**config.mk**
```make
export PLATFORM = sky130hd
export DESIGN_NAME = mul_div_unit
export DESIGN_NICKNAME = d
export VERILOG_FILES = /design/src/core/mdu_pkg.sv /design/src/core/booth_array.sv /design/src/core/mul_div_unit.sv
export SDC_FILE = /design/constraint.sdc
export NUM_CORES = 2
export LEC_CHECK = 0
export BUFFER_PORTS_ARGS = -buffer_cell sky130_fd_sc_hd__buf_2
export CAP_MARGIN = 20
export CORE_MARGIN = 5
export CORE_UTILIZATION = 42
export DETAILED_ROUTE_END_ITERATION = 10
export HOLD_SLACK_MARGIN = 0.03
export MAX_ROUTING_LAYER = met4
export PLACE_DENSITY = 0.62
export SKIP_LAST_GASP = 1
export SYNTH_ARGS = -nofsm -noshare
export SYNTH_HDL_FRONTEND = slang
export SYNTH_HIERARCHICAL = 1
export SYNTH_SLANG_ARGS = --single-unit
```
**constraint.sdc**
```tcl
create_clock -name clk -period 25.9 [get_ports clk]
set_clock_uncertainty 0.2 [all_clocks]
set_input_delay 2.59 -clock clk [delete_from_list [all_inputs] [get_ports clk]]
set_output_delay 2.59 -clock clk [all_outputs]
set_load 0.02 [all_outputs]
```
**src/core/mdu_pkg.sv**
```systemverilog
// Shared constants and types of the multiply/divide unit
`default_nettype none
package mdu_pkg;

   localparam int DATA_W      = 32;
   localparam int SLICE_W     = 16;
   localparam int PAIR_W      = 64;
   localparam int MCAND_W     = 33;
   localparam int MPLIER_W    = 17;
   localparam int PROD_W      = 50;
   localparam int CNT_W       = 6;

   // Dividend width classes found by the early-in check
   localparam int DIV_W8      = 8;
   localparam int DIV_W16     = 16;
   localparam int DIV_W24     = 24;
   localparam int SKIP_W8     = 23;
   localparam int SKIP_W16    = 15;
   localparam int SKIP_W24    = 7;
   localparam int SKIP_W32    = 0;
   localparam int DIV_ITER    = 32;

   // Latency in pipeline clocks; repeat rate is one less
   localparam int DIV_LAT_W8  = 12;
   localparam int DIV_LAT_W16 = 19;
   localparam int DIV_LAT_W24 = 26;
   localparam int DIV_LAT_W32 = 33;

   localparam logic [DATA_W-1:0] WORD_ZERO = 32'h0000_0000;
   localparam logic [PAIR_W-1:0] PAIR_ZERO = 64'h0000_0000_0000_0000;
   localparam logic [CNT_W-1:0]  CNT_ZERO  = 6'h00;
   localparam logic [CNT_W-1:0]  CNT_ONE   = 6'h01;

   typedef enum logic [2:0] {
      multiply_to_result_pair,
      multiply_accumulate_add,
      multiply_accumulate_subtract,
      multiply_to_register,
      divide_op,
      read_result_high_word,
      read_result_low_word
   } op_t;

endpackage
`default_nettype wire

```
**src/core/booth_array.sv**
```systemverilog
// Radix-4 Booth recoded multiplier array, one slice of the second operand per pass
`timescale 1ns/1ps
`default_nettype none
module booth_array #(
   parameter int A_W = 33,
   parameter int B_W = 17
) (
   // Operands, already extended to signed form
   input  wire logic signed [A_W-1:0]     multiplicand,
   input  wire logic signed [B_W-1:0]     multiplier,
   // Signed product of the pass
   output logic signed      [A_W+B_W-1:0] product
);
   localparam int P_W    = A_W + B_W;
   localparam int DIGITS = (B_W + 1) / 2;

   logic signed [P_W-1:0] a_ext;
   logic signed [P_W-1:0] pp;
   logic        [2*DIGITS:0] b_pad;
   logic        [2:0]        digit;

   always_comb begin
      a_ext   = P_W'(multiplicand);
      b_pad   = {multiplier[B_W-1], multiplier, 1'b0};
      product = '0;
      pp      = '0;
      digit   = 3'h0;
      for (int i = 0; i < DIGITS; i++) begin
         digit = b_pad[2*i +: 3];
         unique case (digit)
            3'h1, 3'h2: pp = a_ext;
            3'h3:       pp = a_ext <<< 1;
            3'h4:       pp = -(a_ext <<< 1);
            3'h5, 3'h6: pp = -a_ext;
            default:    pp = '0;
         endcase
         product = product + (pp <<< (2 * i));
      end
   end
endmodule
`default_nettype wire

```
**src/core/mul_div_unit.sv**
```systemverilog
// Integer multiply/divide unit with its own pipeline and result pair
//
// Overview of operation
// - Products are formed in a Booth recoded array of a 32-bit first operand by a 16-bit slice.
// - The pass count is chosen from the significant width of the second operand alone.
// - A 16x16 or 32x16 product goes through the array exactly once.
// - A 32x32 product goes through the array twice, the second pass on the upper slice.
// - Short multiplies issue every clock, 32x32 multiplies every second clock.
// - A stall is raised so that a 32x32 multiply cannot follow another back to back.
// - Work in progress advances whether or not the integer pipeline is stalled.
// - Products other than register multiplies, quotients and accumulated sums live in the high/low result pair.
// - Division is iterative and yields one quotient bit per clock.
// - Dividends of 8, 16 and 24 significant bits skip 23, 15 and 7 iterations.
// - While a division runs the integer pipeline is stalled up to its last clock, so the next op lands as it completes.
// - Pair multiplies take latency/repeat 1/1 for a short and 2/2 for a long operand.
// - Register multiplies take latency/repeat 2/1 for a short and 3/2 for a long operand.
// - Division takes 12/11, 19/18, 26/25 and 33/32 clocks by dividend width.
`timescale 1ns/1ps
`default_nettype none
module mul_div_unit (
   // Clock, reset, clock enable
   input  wire logic                clk,
   input  wire logic                nrst,
   input  wire logic                ce,
   // Issue from the integer pipeline
   input  wire logic                issue_valid,
   input  wire mdu_pkg::op_t        issue_op,
   input  wire logic                issue_signed,
   input  wire logic [31:0]         first_source_operand,
   input  wire logic [31:0]         second_source_operand,
   // Interlock back to the integer pipeline
   output logic                     stall,
   // Result pair
   output logic [31:0]              result_high_word,
   output logic [31:0]              result_low_word,
   // Register-writing multiply result
   output logic                     gpr_valid,
   output logic [31:0]              gpr_data,
   // Result pair read
   output logic                     read_valid,
   output logic [31:0]              read_data
);
   typedef enum logic [1:0] {st_idle, st_mul_high, st_div_run, st_div_wait} state_t;

   function automatic logic fits(input logic [31:0] v, input logic sgn, input int w);
      if (sgn)
         fits = (($signed(v) >>> (w - 1)) == 0) || (($signed(v) >>> (w - 1)) == -1);
      else
         fits = (v >> w) == 0;
   endfunction

   function automatic logic [31:0] magnitude(input logic [31:0] v, input logic sgn);
      magnitude = (sgn && v[31]) ? 32'(-v) : v;
   endfunction

   state_t             state, next_state;
   logic [31:0]        hi, lo, next_hi, next_lo;
   logic [31:0]        sav_a, sav_b, next_sav_a, next_sav_b;
   logic               sav_sgn, next_sav_sgn;
   mdu_pkg::op_t       sav_op, next_sav_op;
   logic [49:0]        sav_lo_prod, next_sav_lo_prod;
   logic [32:0]        rem, next_rem;
   logic [31:0]        dq, next_dq, divisor, next_divisor;
   logic               q_neg, r_neg, next_q_neg, next_r_neg;
   logic [5:0]         iter, lat, next_iter, next_lat;
   logic               next_stall, next_read_valid, next_gpr_valid, gpr_pend, next_gpr_pend;
   logic [31:0]        next_read_data, next_gpr_data, gpr_hold, next_gpr_hold;

   logic               go, is_mul, long_b, done, div_write;
   logic [5:0]         skip;
   logic [32:0]        trial;
   logic [31:0]        q_val, r_val;
   logic [63:0]        base, full, acc;
   mdu_pkg::op_t       cur_op;
   logic signed [32:0] arr_a;
   logic signed [16:0] arr_b;
   logic signed [49:0] arr_p;

   booth_array #(.A_W(mdu_pkg::MCAND_W), .B_W(mdu_pkg::MPLIER_W)) u_array (
      .multiplicand (arr_a),
      .multiplier   (arr_b),
      .product      (arr_p)
   );

   always_comb begin
      go     = issue_valid && !stall;
      is_mul = issue_op inside {mdu_pkg::multiply_to_result_pair,
                                mdu_pkg::multiply_accumulate_add,
                                mdu_pkg::multiply_accumulate_subtract,
                                mdu_pkg::multiply_to_register};
      long_b = !fits(second_source_operand, issue_signed, mdu_pkg::SLICE_W);

      // Array operand select; the first operand width plays no part
      if (state == st_mul_high) begin
         arr_a = {sav_sgn & sav_a[31], sav_a};
         arr_b = {sav_sgn & sav_b[31], sav_b[31:16]};
      end else begin
         arr_a = {issue_signed & first_source_operand[31], first_source_operand};
         arr_b = {issue_signed & !long_b & second_source_operand[15],
                  second_source_operand[15:0]};
      end

      next_state       = state;
      next_hi          = hi;
      next_lo          = lo;
      next_sav_a       = sav_a;
      next_sav_b       = sav_b;
      next_sav_sgn     = sav_sgn;
      next_sav_op      = sav_op;
      next_sav_lo_prod = sav_lo_prod;
      next_rem         = rem;
      next_dq          = dq;
      next_divisor     = divisor;
      next_q_neg       = q_neg;
      next_r_neg       = r_neg;
      next_iter        = iter;
      next_lat         = lat;
      next_read_valid  = 1'b0;
      next_read_data   = read_data;
      next_gpr_pend    = 1'b0;
      next_gpr_hold    = gpr_hold;
      next_gpr_valid   = gpr_pend;
      next_gpr_data    = gpr_pend ? gpr_hold : gpr_data;
      skip             = 6'(mdu_pkg::SKIP_W32);

      // Division keeps stepping regardless of the integer pipeline
      trial = {rem[31:0], dq[31]} - {1'b0, divisor};
      if (state == st_div_run) begin
         if (!trial[32]) begin
            next_rem = trial;
            next_dq  = {dq[30:0], 1'b1};
         end else begin
            next_rem = {rem[31:0], dq[31]};
            next_dq  = {dq[30:0], 1'b0};
         end
         next_iter = iter - mdu_pkg::CNT_ONE;
         if (iter == mdu_pkg::CNT_ONE)
            next_state = st_div_wait;
      end
      if (state inside {st_div_run, st_div_wait})
         next_lat = lat - mdu_pkg::CNT_ONE;
      q_val     = q_neg ? 32'(-next_dq) : next_dq;
      r_val     = r_neg ? 32'(-next_rem[31:0]) : next_rem[31:0];
      div_write = (state inside {st_div_run, st_div_wait}) && (lat == mdu_pkg::CNT_ONE);
      if (div_write) begin
         next_hi    = r_val;
         next_lo    = q_val;
         next_state = st_idle;
      end

      // Accumulation sees a division result landing on the same edge
      base = {next_hi, next_lo};
      done = 1'b0;
      cur_op = issue_op;
      if (state == st_mul_high) begin
         full   = 64'($signed(sav_lo_prod)) + (64'(arr_p) << mdu_pkg::SLICE_W);
         cur_op = sav_op;
         done   = 1'b1;
         next_state = st_idle;
      end else begin
         full = 64'(arr_p);
         if (go && is_mul) begin
            if (long_b) begin
               next_sav_a       = first_source_operand;
               next_sav_b       = second_source_operand;
               next_sav_sgn     = issue_signed;
               next_sav_op      = issue_op;
               next_sav_lo_prod = arr_p;
               next_state       = st_mul_high;
            end else begin
               done = 1'b1;
            end
         end
      end
      unique case (cur_op)
         mdu_pkg::multiply_accumulate_add:      acc = base + full;
         mdu_pkg::multiply_accumulate_subtract: acc = base - full;
         default:                               acc = full;
      endcase
      if (done) begin
         if (cur_op == mdu_pkg::multiply_to_register) begin
            next_gpr_pend = 1'b1;
            next_gpr_hold = full[31:0];
         end else begin
            next_hi = acc[63:32];
            next_lo = acc[31:0];
         end
      end

      // Early-in check on the dividend sign extension
      if (fits(first_source_operand, issue_signed, mdu_pkg::DIV_W8)) begin
         skip     = 6'(mdu_pkg::SKIP_W8);
      end else if (fits(first_source_operand, issue_signed, mdu_pkg::DIV_W16)) begin
         skip     = 6'(mdu_pkg::SKIP_W16);
      end else if (fits(first_source_operand, issue_signed, mdu_pkg::DIV_W24)) begin
         skip     = 6'(mdu_pkg::SKIP_W24);
      end
      if (go && issue_op == mdu_pkg::divide_op) begin
         next_dq      = magnitude(first_source_operand, issue_signed) << skip;
         next_rem     = 33'h0_0000_0000;
         next_divisor = magnitude(second_source_operand, issue_signed);
         next_q_neg   = issue_signed && (first_source_operand[31] ^ second_source_operand[31]);
         next_r_neg   = issue_signed && first_source_operand[31];
         next_iter    = 6'(mdu_pkg::DIV_ITER) - skip;
         unique case (skip)
            6'(mdu_pkg::SKIP_W8):  next_lat = 6'(mdu_pkg::DIV_LAT_W8 - 1);
            6'(mdu_pkg::SKIP_W16): next_lat = 6'(mdu_pkg::DIV_LAT_W16 - 1);
            6'(mdu_pkg::SKIP_W24): next_lat = 6'(mdu_pkg::DIV_LAT_W24 - 1);
            default:               next_lat = 6'(mdu_pkg::DIV_LAT_W32 - 1);
         endcase
         next_state = st_div_run;
      end

      // Reads return what the pair holds after this edge, so nothing stale leaks out
      if (go && issue_op inside {mdu_pkg::read_result_high_word,
                                 mdu_pkg::read_result_low_word}) begin
         next_read_valid = 1'b1;
         next_read_data  = (issue_op == mdu_pkg::read_result_high_word) ? next_hi : next_lo;
      end

      // Stall is registered, so it covers every cycle a new issue would collide
      next_stall = (next_state == st_mul_high) ||
                   ((next_state inside {st_div_run, st_div_wait}) &&
                    (next_lat > mdu_pkg::CNT_ONE));
   end

   always_ff @(posedge clk or negedge nrst) begin
      if (!nrst) begin
         state            <= st_idle;
         hi               <= mdu_pkg::WORD_ZERO;
         lo               <= mdu_pkg::WORD_ZERO;
         sav_a            <= mdu_pkg::WORD_ZERO;
         sav_b            <= mdu_pkg::WORD_ZERO;
         sav_sgn          <= 1'b0;
         sav_op           <= mdu_pkg::multiply_to_result_pair;
         sav_lo_prod      <= '0;
         rem              <= '0;
         dq               <= mdu_pkg::WORD_ZERO;
         divisor          <= mdu_pkg::WORD_ZERO;
         q_neg            <= 1'b0;
         r_neg            <= 1'b0;
         iter             <= mdu_pkg::CNT_ZERO;
         lat              <= mdu_pkg::CNT_ZERO;
         stall            <= 1'b0;
         read_valid       <= 1'b0;
         read_data        <= mdu_pkg::WORD_ZERO;
         gpr_pend         <= 1'b0;
         gpr_hold         <= mdu_pkg::WORD_ZERO;
         gpr_valid        <= 1'b0;
         gpr_data         <= mdu_pkg::WORD_ZERO;
      end else if (ce) begin
         state            <= next_state;
         hi               <= next_hi;
         lo               <= next_lo;
         sav_a            <= next_sav_a;
         sav_b            <= next_sav_b;
         sav_sgn          <= next_sav_sgn;
         sav_op           <= next_sav_op;
         sav_lo_prod      <= next_sav_lo_prod;
         rem              <= next_rem;
         dq               <= next_dq;
         divisor          <= next_divisor;
         q_neg            <= next_q_neg;
         r_neg            <= next_r_neg;
         iter             <= next_iter;
         lat              <= next_lat;
         stall            <= next_stall;
         read_valid       <= next_read_valid;
         read_data        <= next_read_data;
         gpr_pend         <= next_gpr_pend;
         gpr_hold         <= next_gpr_hold;
         gpr_valid        <= next_gpr_valid;
         gpr_data         <= next_gpr_data;
      end
   end

   assign result_high_word = hi;
   assign result_low_word  = lo;

   // Reference values for the checks below
   logic [63:0] exp_prod;
   logic        short_b, div8;
   always_comb begin
      exp_prod = issue_signed ?
                 64'($signed(first_source_operand) * $signed(second_source_operand)) :
                 64'(first_source_operand) * 64'(second_source_operand);
      short_b  = fits(second_source_operand, issue_signed, mdu_pkg::SLICE_W);
      div8     = go && issue_op == mdu_pkg::divide_op &&
                 fits(first_source_operand, issue_signed, mdu_pkg::DIV_W8);
   end
endmodule
`default_nettype wire

```
# Word level (Yosys, flattened, before mapping)
# Cells that the tools add are included.
# op_classes
add_sub_neg,21
order_cmp,1
eq_ne,75
n_shift,1
n_mux,59
n_bitwise,8
reduce_logical,51
# op_table
operator,count
$mux W32,16
$add A50 B50 Y50,8
$logic_not A32 Y1,8
$pmux W48 S4,1
$pmux W46 S4,1
$pmux W44 S4,1
$pmux W42 S4,1
$pmux W40 S4,1
$pmux W38 S4,1
$pmux W50 S3,1
$pmux W36 S4,1
$pmux W34 S4,1
$neg A32 Y32,4
$pmux W64 S2,1
$eq A3 B3 Y1 const B,27
$add A50 B64 Y64,1
$add A64 B64 Y64,1
$mux W64,1
$sub A64 B64 Y64,1
$eq A3 B2 Y1 const B,20
$neg A33 Y50,1
$neg A34 Y50,1
$eq A17 B1 Y1 const B,2
$mux W33,1
35 further kinds,114
# totals
ff_bits,394
word_cells,238

# Logic depth before layout (Yosys ltp)
# logic_depth
depth_word,24
ltp_mapped,74
mapped_depth_nobuf,57

# Modules after synthesis
# Netlist, hierarchy kept.
# modules_own_cells
mod,n_inst,cells_each,area_each_um2,seq_area_each_um2
mul_div_unit,1,4215,33363.2,9459.1
booth_array,1,3022,21251.6,0.0

# Worst setup path after synthesis
# Ideal clock, no wire load.
# synth_timing
kind,register -> register
start,register state[1]
end,register read_data[31]
setup_time_ns,0.143
t_arrival_ns,15.759
setup_slack_ns,9.799
stages_incl_launch_ff,68
path_buffers,17
synth_period_minus_slack_ns,16.101
path_cell_list,dfrtp_1 > buf_2 > nor2b_1 > buf_6 > buf_2 > buf_2 > buf_2 > buf_1 > clkbuf_1 > clkbuf_1 > clkbuf_1 > clkbuf_1 > o21ai_0 > clkbuf_1 > inv_1 > clkbuf_1 > ha_1 > buf_2 > [... 32 more ...] > and2b_1 > nand4_1 > o21ai_0 > xnor2_1 > ha_1 > clkbuf_1 > a21o_1 > a21o_1 > a21oi_1 > inv_1 > o41ai_1 > a31oi_1 > a221o_1 > a21o_1 > xnor2_2 > or3_1 > a32oi_1 > a31oi_1
# synth_lines
element,line_no,text
from (decl),mul_div_unit.sv:56,"state_t state, next_state;"
from (signal assigned),mul_div_unit.sv:229,state <= st_idle;
from (signal assigned),mul_div_unit.sv:252,state <= next_state;
$eq A2 B1 Y1 *,mul_div_unit.sv:94,if (state == st_mul_high) begin
$mux W33 *,mul_div_unit.sv:94,
net arr_a[0],mul_div_unit.sv:75,logic signed [32:0] arr_a;
$neg A34 Y50 / $neg A33 Y50 (equally long branches),"booth_array.sv:33, booth_array.sv:34",
$pmux W48 S4 / $pmux W50 S3 (equally long branches),booth_array.sv:30,unique case (digit)
$add A50 B50 Y50 (7 in a row),booth_array.sv:37,product = product + (pp <<< (2 * i));
$add A50 B50 Y50 *,booth_array.sv:37,
net arr_p[24],mul_div_unit.sv:77,logic signed [49:0] arr_p;
$add A50 B64 Y64,mul_div_unit.sv:156,full = 64'($signed(sav_lo_prod)) + (64'(arr_p) << mdu_pkg::SLICE_W);
$mux W64 *,mul_div_unit.sv:155,if (state == st_mul_high) begin
$sub A64 B64 Y64 / $add A64 B64 Y64 (equally long branches),"mul_div_unit.sv:177, mul_div_unit.sv:176",
$pmux W64 S2 *,mul_div_unit.sv:175,unique case (cur_op)
$mux W32,mul_div_unit.sv:181,if (cur_op == mdu_pkg::multiply_to_register) begin
$mux W32,mul_div_unit.sv:180,if (done) begin
$mux W32 *,mul_div_unit.sv:218,next_read_data = (issue_op == mdu_pkg::read_result_high_word) ? next_hi : next_lo;
to (signal assigned),mul_div_unit.sv:246,read_data <= mdu_pkg::WORD_ZERO;
to (signal assigned),mul_div_unit.sv:269,read_data <= next_read_data;
to (decl),mul_div_unit.sv:41,output logic [31:0] read_data
# The timed path passes the listed nets; every way through them passes the cells marked *.
# A chain may end at the register's enable or synchronous reset.

# Worst setup path after layout
# layout_timing
start,input port first_source_operand[0]
end,register read_data[31]
# layout_between
elab_chain_cells,18
# layout_rtl
element,line_no,text
from (decl),mul_div_unit.sv:29,"input wire logic [31:0] first_source_operand,"
$mux W33 *,mul_div_unit.sv:94,
net arr_a[0],mul_div_unit.sv:75,
$neg A34 Y50 / $neg A33 Y50 (equally long branches),"booth_array.sv:33, booth_array.sv:34",
$pmux W48 S4 / $pmux W50 S3 (equally long branches),booth_array.sv:30,
$add A50 B50 Y50 (7 in a row),booth_array.sv:37,
$add A50 B50 Y50 *,booth_array.sv:37,
net arr_p[21],mul_div_unit.sv:77,
$add A50 B64 Y64,mul_div_unit.sv:156,
$mux W64 *,mul_div_unit.sv:155,
$sub A64 B64 Y64 / $add A64 B64 Y64 (equally long branches),"mul_div_unit.sv:177, mul_div_unit.sv:176",
$pmux W64 S2 *,mul_div_unit.sv:175,
$mux W32,mul_div_unit.sv:181,
$mux W32,mul_div_unit.sv:180,
$mux W32 *,mul_div_unit.sv:218,
# Marked as above.

==> out/metrics.csv <==
metric,value,unit
total CTS buffers,46,
Worst path most repeated cell,inv_1,
met1 global-route usage,0.4927,
vias in the first global route,55333,
Mapped Cells,7237,
HPWL Detailed,207800,um
DR WL/cell,31.05,um
layout cells sized above 1,0.1132,
Worst-path clk slew,60,ps
DRC Markers,0,
Synth Flop Type,dfrtp_1,
# rows,132,
largest net degree at the start of global routing,137,
vias per std cell,6.634,
Post-CTS Setup Inserts,0,
Setup WS pre-CTS,7658,ps
Synth-to-Final Area Change,8.085,%
Pre-antenna DRT Iters,6,
Ports,203,
CTS tree,built,
Clock Tree Buf Depth,3,
gr usage total,0.3975,
R2R cell count,54,
global-route met2 utilization,0.6030,
top-count cell post-synth,nand2_1,
crit path launch type,primary input,
Post-Layout Cell Count,8890,
synth warn,6,
post-cts gate resize count,0,
Crit. End Element,flip-flop,
RSZ-0062 raised after global routing,false,
worst setup margin,8061,ps
GR Util met3,0.07494,
dominant cell type by area after synthesis,dfrtp_1,
Avg Inst Size Synth,7.547,um2
Setup Total Neg Slack,0,ps
Total Die Area,137300,um2
Fin. Hold Viols,0,
GRT Max-Usage Layer,met2,
Reg-to-Reg End,read_data[31],
CP max FO,18,
hold_sp,read_data[15],
max-slew violations,0,
die span in y,370.6,um
CTS H-tree depth,2,
status,finished clean,
CP max stage delay,820,ps
Post-Synth Simple-Gate Area,0.1852,
die width,370.6,um
"FFs w/ async S/R, synth",1.000,
Nets,7679,
sequential element share of the synthesized area,0.1732,
Max Freq,56.06,MHz
number of flops mapped to enable cells by yosys,0,
Cells after DPL,8801,
critical path's slowest cell,xnor2_1,
WP data arrival,18120,ps
Worst-Margin Slew,1310,ps
antenna-violating nets left,0,
hold bufs inserted after CTS,0,
initial antenna violation count,9,
Port Buffers,202,
reg2reg setup slack,8680,ps
Synth Area in Compound Gates,0.2822,
Synth Net Count,7807,
Final setup viols,0,
first-pass GRT wire length,394400,um
post-layout util,0.4565,
post-synthesis adder-cell area fraction,0.1518,
post-synth cell types,113,
Critical Path RT,26180,ps
Max-slew headroom,0.1267,
clock insertion delay at the later pin of the skew report,650,ps
DR iter-0 viols,7561,
Via Count,58973,
"top cells by area, synth","dfrtp_1 17%, fa_1 10%, nand2_1 6.3%",
Post-Syn Area,54610,um2
clock net sink count,378,
xor/xnor share of the synthesized area,0.07844,
hold path endpoint,read_data[15],
routability congestion estimate,1.048,
Core Area,129300,um2
Initial Utilization,0.4223,
post-synthesis mux area share,0.05879,
GRT Residual Overflow,0,
period utilization,0.6888,
Seq cells post-synth,378,
Max Cap Viol,0,
WS Path Type,primary input to flip-flop,
fin crit period,17840,ps
min-delay worst type,flip-flop to flip-flop,
post-synth top area share,0.1732,
largest family of logic cells by synthesized area,compound AO/OA/AOI/OAI gates,
worst reg2reg path startpoint,state[1],
Root Driver,clkbuf_16,
Hold Path Stages,1,
synth cell count leaders,"915 x nand2_1, 637 x o21ai_0, 570 x nor2_1",
DRT Wirelength,276000,um
-- per-stage QoR --
step	area, um2	hold slack [ps]
finish	59030	274.9
global route	59030	296.0
CTS	59000	275.1
detailed placement	57370	261.7
global placement	57360	256.6
floorplan	54610	246.0
-- per-layer routing --
metal	vias to the layer above	share of wire
li1	25607	-
met3	996	0.099
met4	0	0.079
met2	3794	0.44
met5	-	0
met1	28576	0.39
-- state kept, by name, indices dropped and copies added, names as in the netlist --
signal            count
sav_lo_prod          50
divisor              32
dq                   32
gpr_data             32
gpr_hold             32
read_data            32
rem                  32
result_high_word     32
result_low_word      32
sav_a                32
sav_b                16
iter                  6
lat                   6
sav_op                3
state                 2
gpr_pend              1
gpr_valid             1
q_neg                 1
r_neg                 1
read_valid            1
sav_sgn               1
stall                 1
-- worst max-delay path by stage --
stage                                        from  cells after the start       endpoint  slack (ps)
final                     first_source_operand[0]                     54  read_data[31]        8060
after detailed placement  first_source_operand[0]                     52  read_data[31]        7660
after global routing      first_source_operand[0]                     53  read_data[31]        7190
after CTS                 first_source_operand[0]                     52  read_data[31]        8260
after floorplan                          state[1]                     67  read_data[31]        9800
after global placement    first_source_operand[0]                     52  read_data[31]        7800
-- final cells by class --
| class | instances | area (um2) |
|---|---|---|
| Antenna cell | 4 | 10.01 |
| Clock buffer | 64 | 1330 |
| Clock inverter | 19 | 304.0 |
| Fill cell | 13200 | 70290 |
| Inverter | 431 | 1618 |
| Multi-Input combinational cell | 5847 | 41570 |
| Sequential cell | 378 | 9459 |
| Tap cell | 1742 | 2180 |
| Timing Repair Buffer | 405 | 2564 |
-- worst max-delay path, delay by kind of cell --
family / cells / cell delay [ps]
AOI/OAI and AO/OA: 20 / 4540
xor gates and xnor gates: 4 / 1700
buffers and inverters: 7 / 950
and+or+nand+nor: 15 / 4620
adders and majority gates: 8 / 3690
-- cells by family after synthesis --
family,Yosys count
xor gates and xnor gates,485
adders and majority gates,498
buffers and inverters,1012
DFF,378
AOI/OAI and AO/OA,2372
muxes,291
and+or+nand+nor,2201
-- cells in the final DEF, fill, tap and decap left out, types with 37 or more instances in the layout --
cell type / Yosys / layout
nor2_1: 570 / 561
buf_4: 4 / 202
a31oi_1: 100 / 100
a21o_1: 147 / 146
xnor2_1: 315 / 312
and3_1: 37 / 37
buf_2: 19 / 200
o22ai_1: 71 / 70
clkbuf_16: 0 / 47
o21ai_0: 637 / 631
o31ai_1: 45 / 45
a211oi_1: 62 / 62
xor2_1: 166 / 164
or3_1: 57 / 55
o21a_1: 56 / 56
nand2b_1: 68 / 65
a22oi_1: 107 / 107
nor4_1: 38 / 37
inv_1: 424 / 419
a21oi_1: 531 / 529
a221oi_1: 125 / 125
o211ai_1: 75 / 75
mux2_2: 181 / 181
a221o_1: 51 / 51
mux2i_1: 102 / 102
nor3_1: 102 / 101
nand4_1: 61 / 61
and2_1: 49 / 49
nand3_1: 126 / 125
fa_1: 274 / 274
nand2_1: 915 / 907
dfrtp_1: 378 / 378
ha_1: 224 / 224
Power is left out: the tool's default activity adds up to more than one toggle a clock period on the data nets, which glitch-free logic cannot reach.
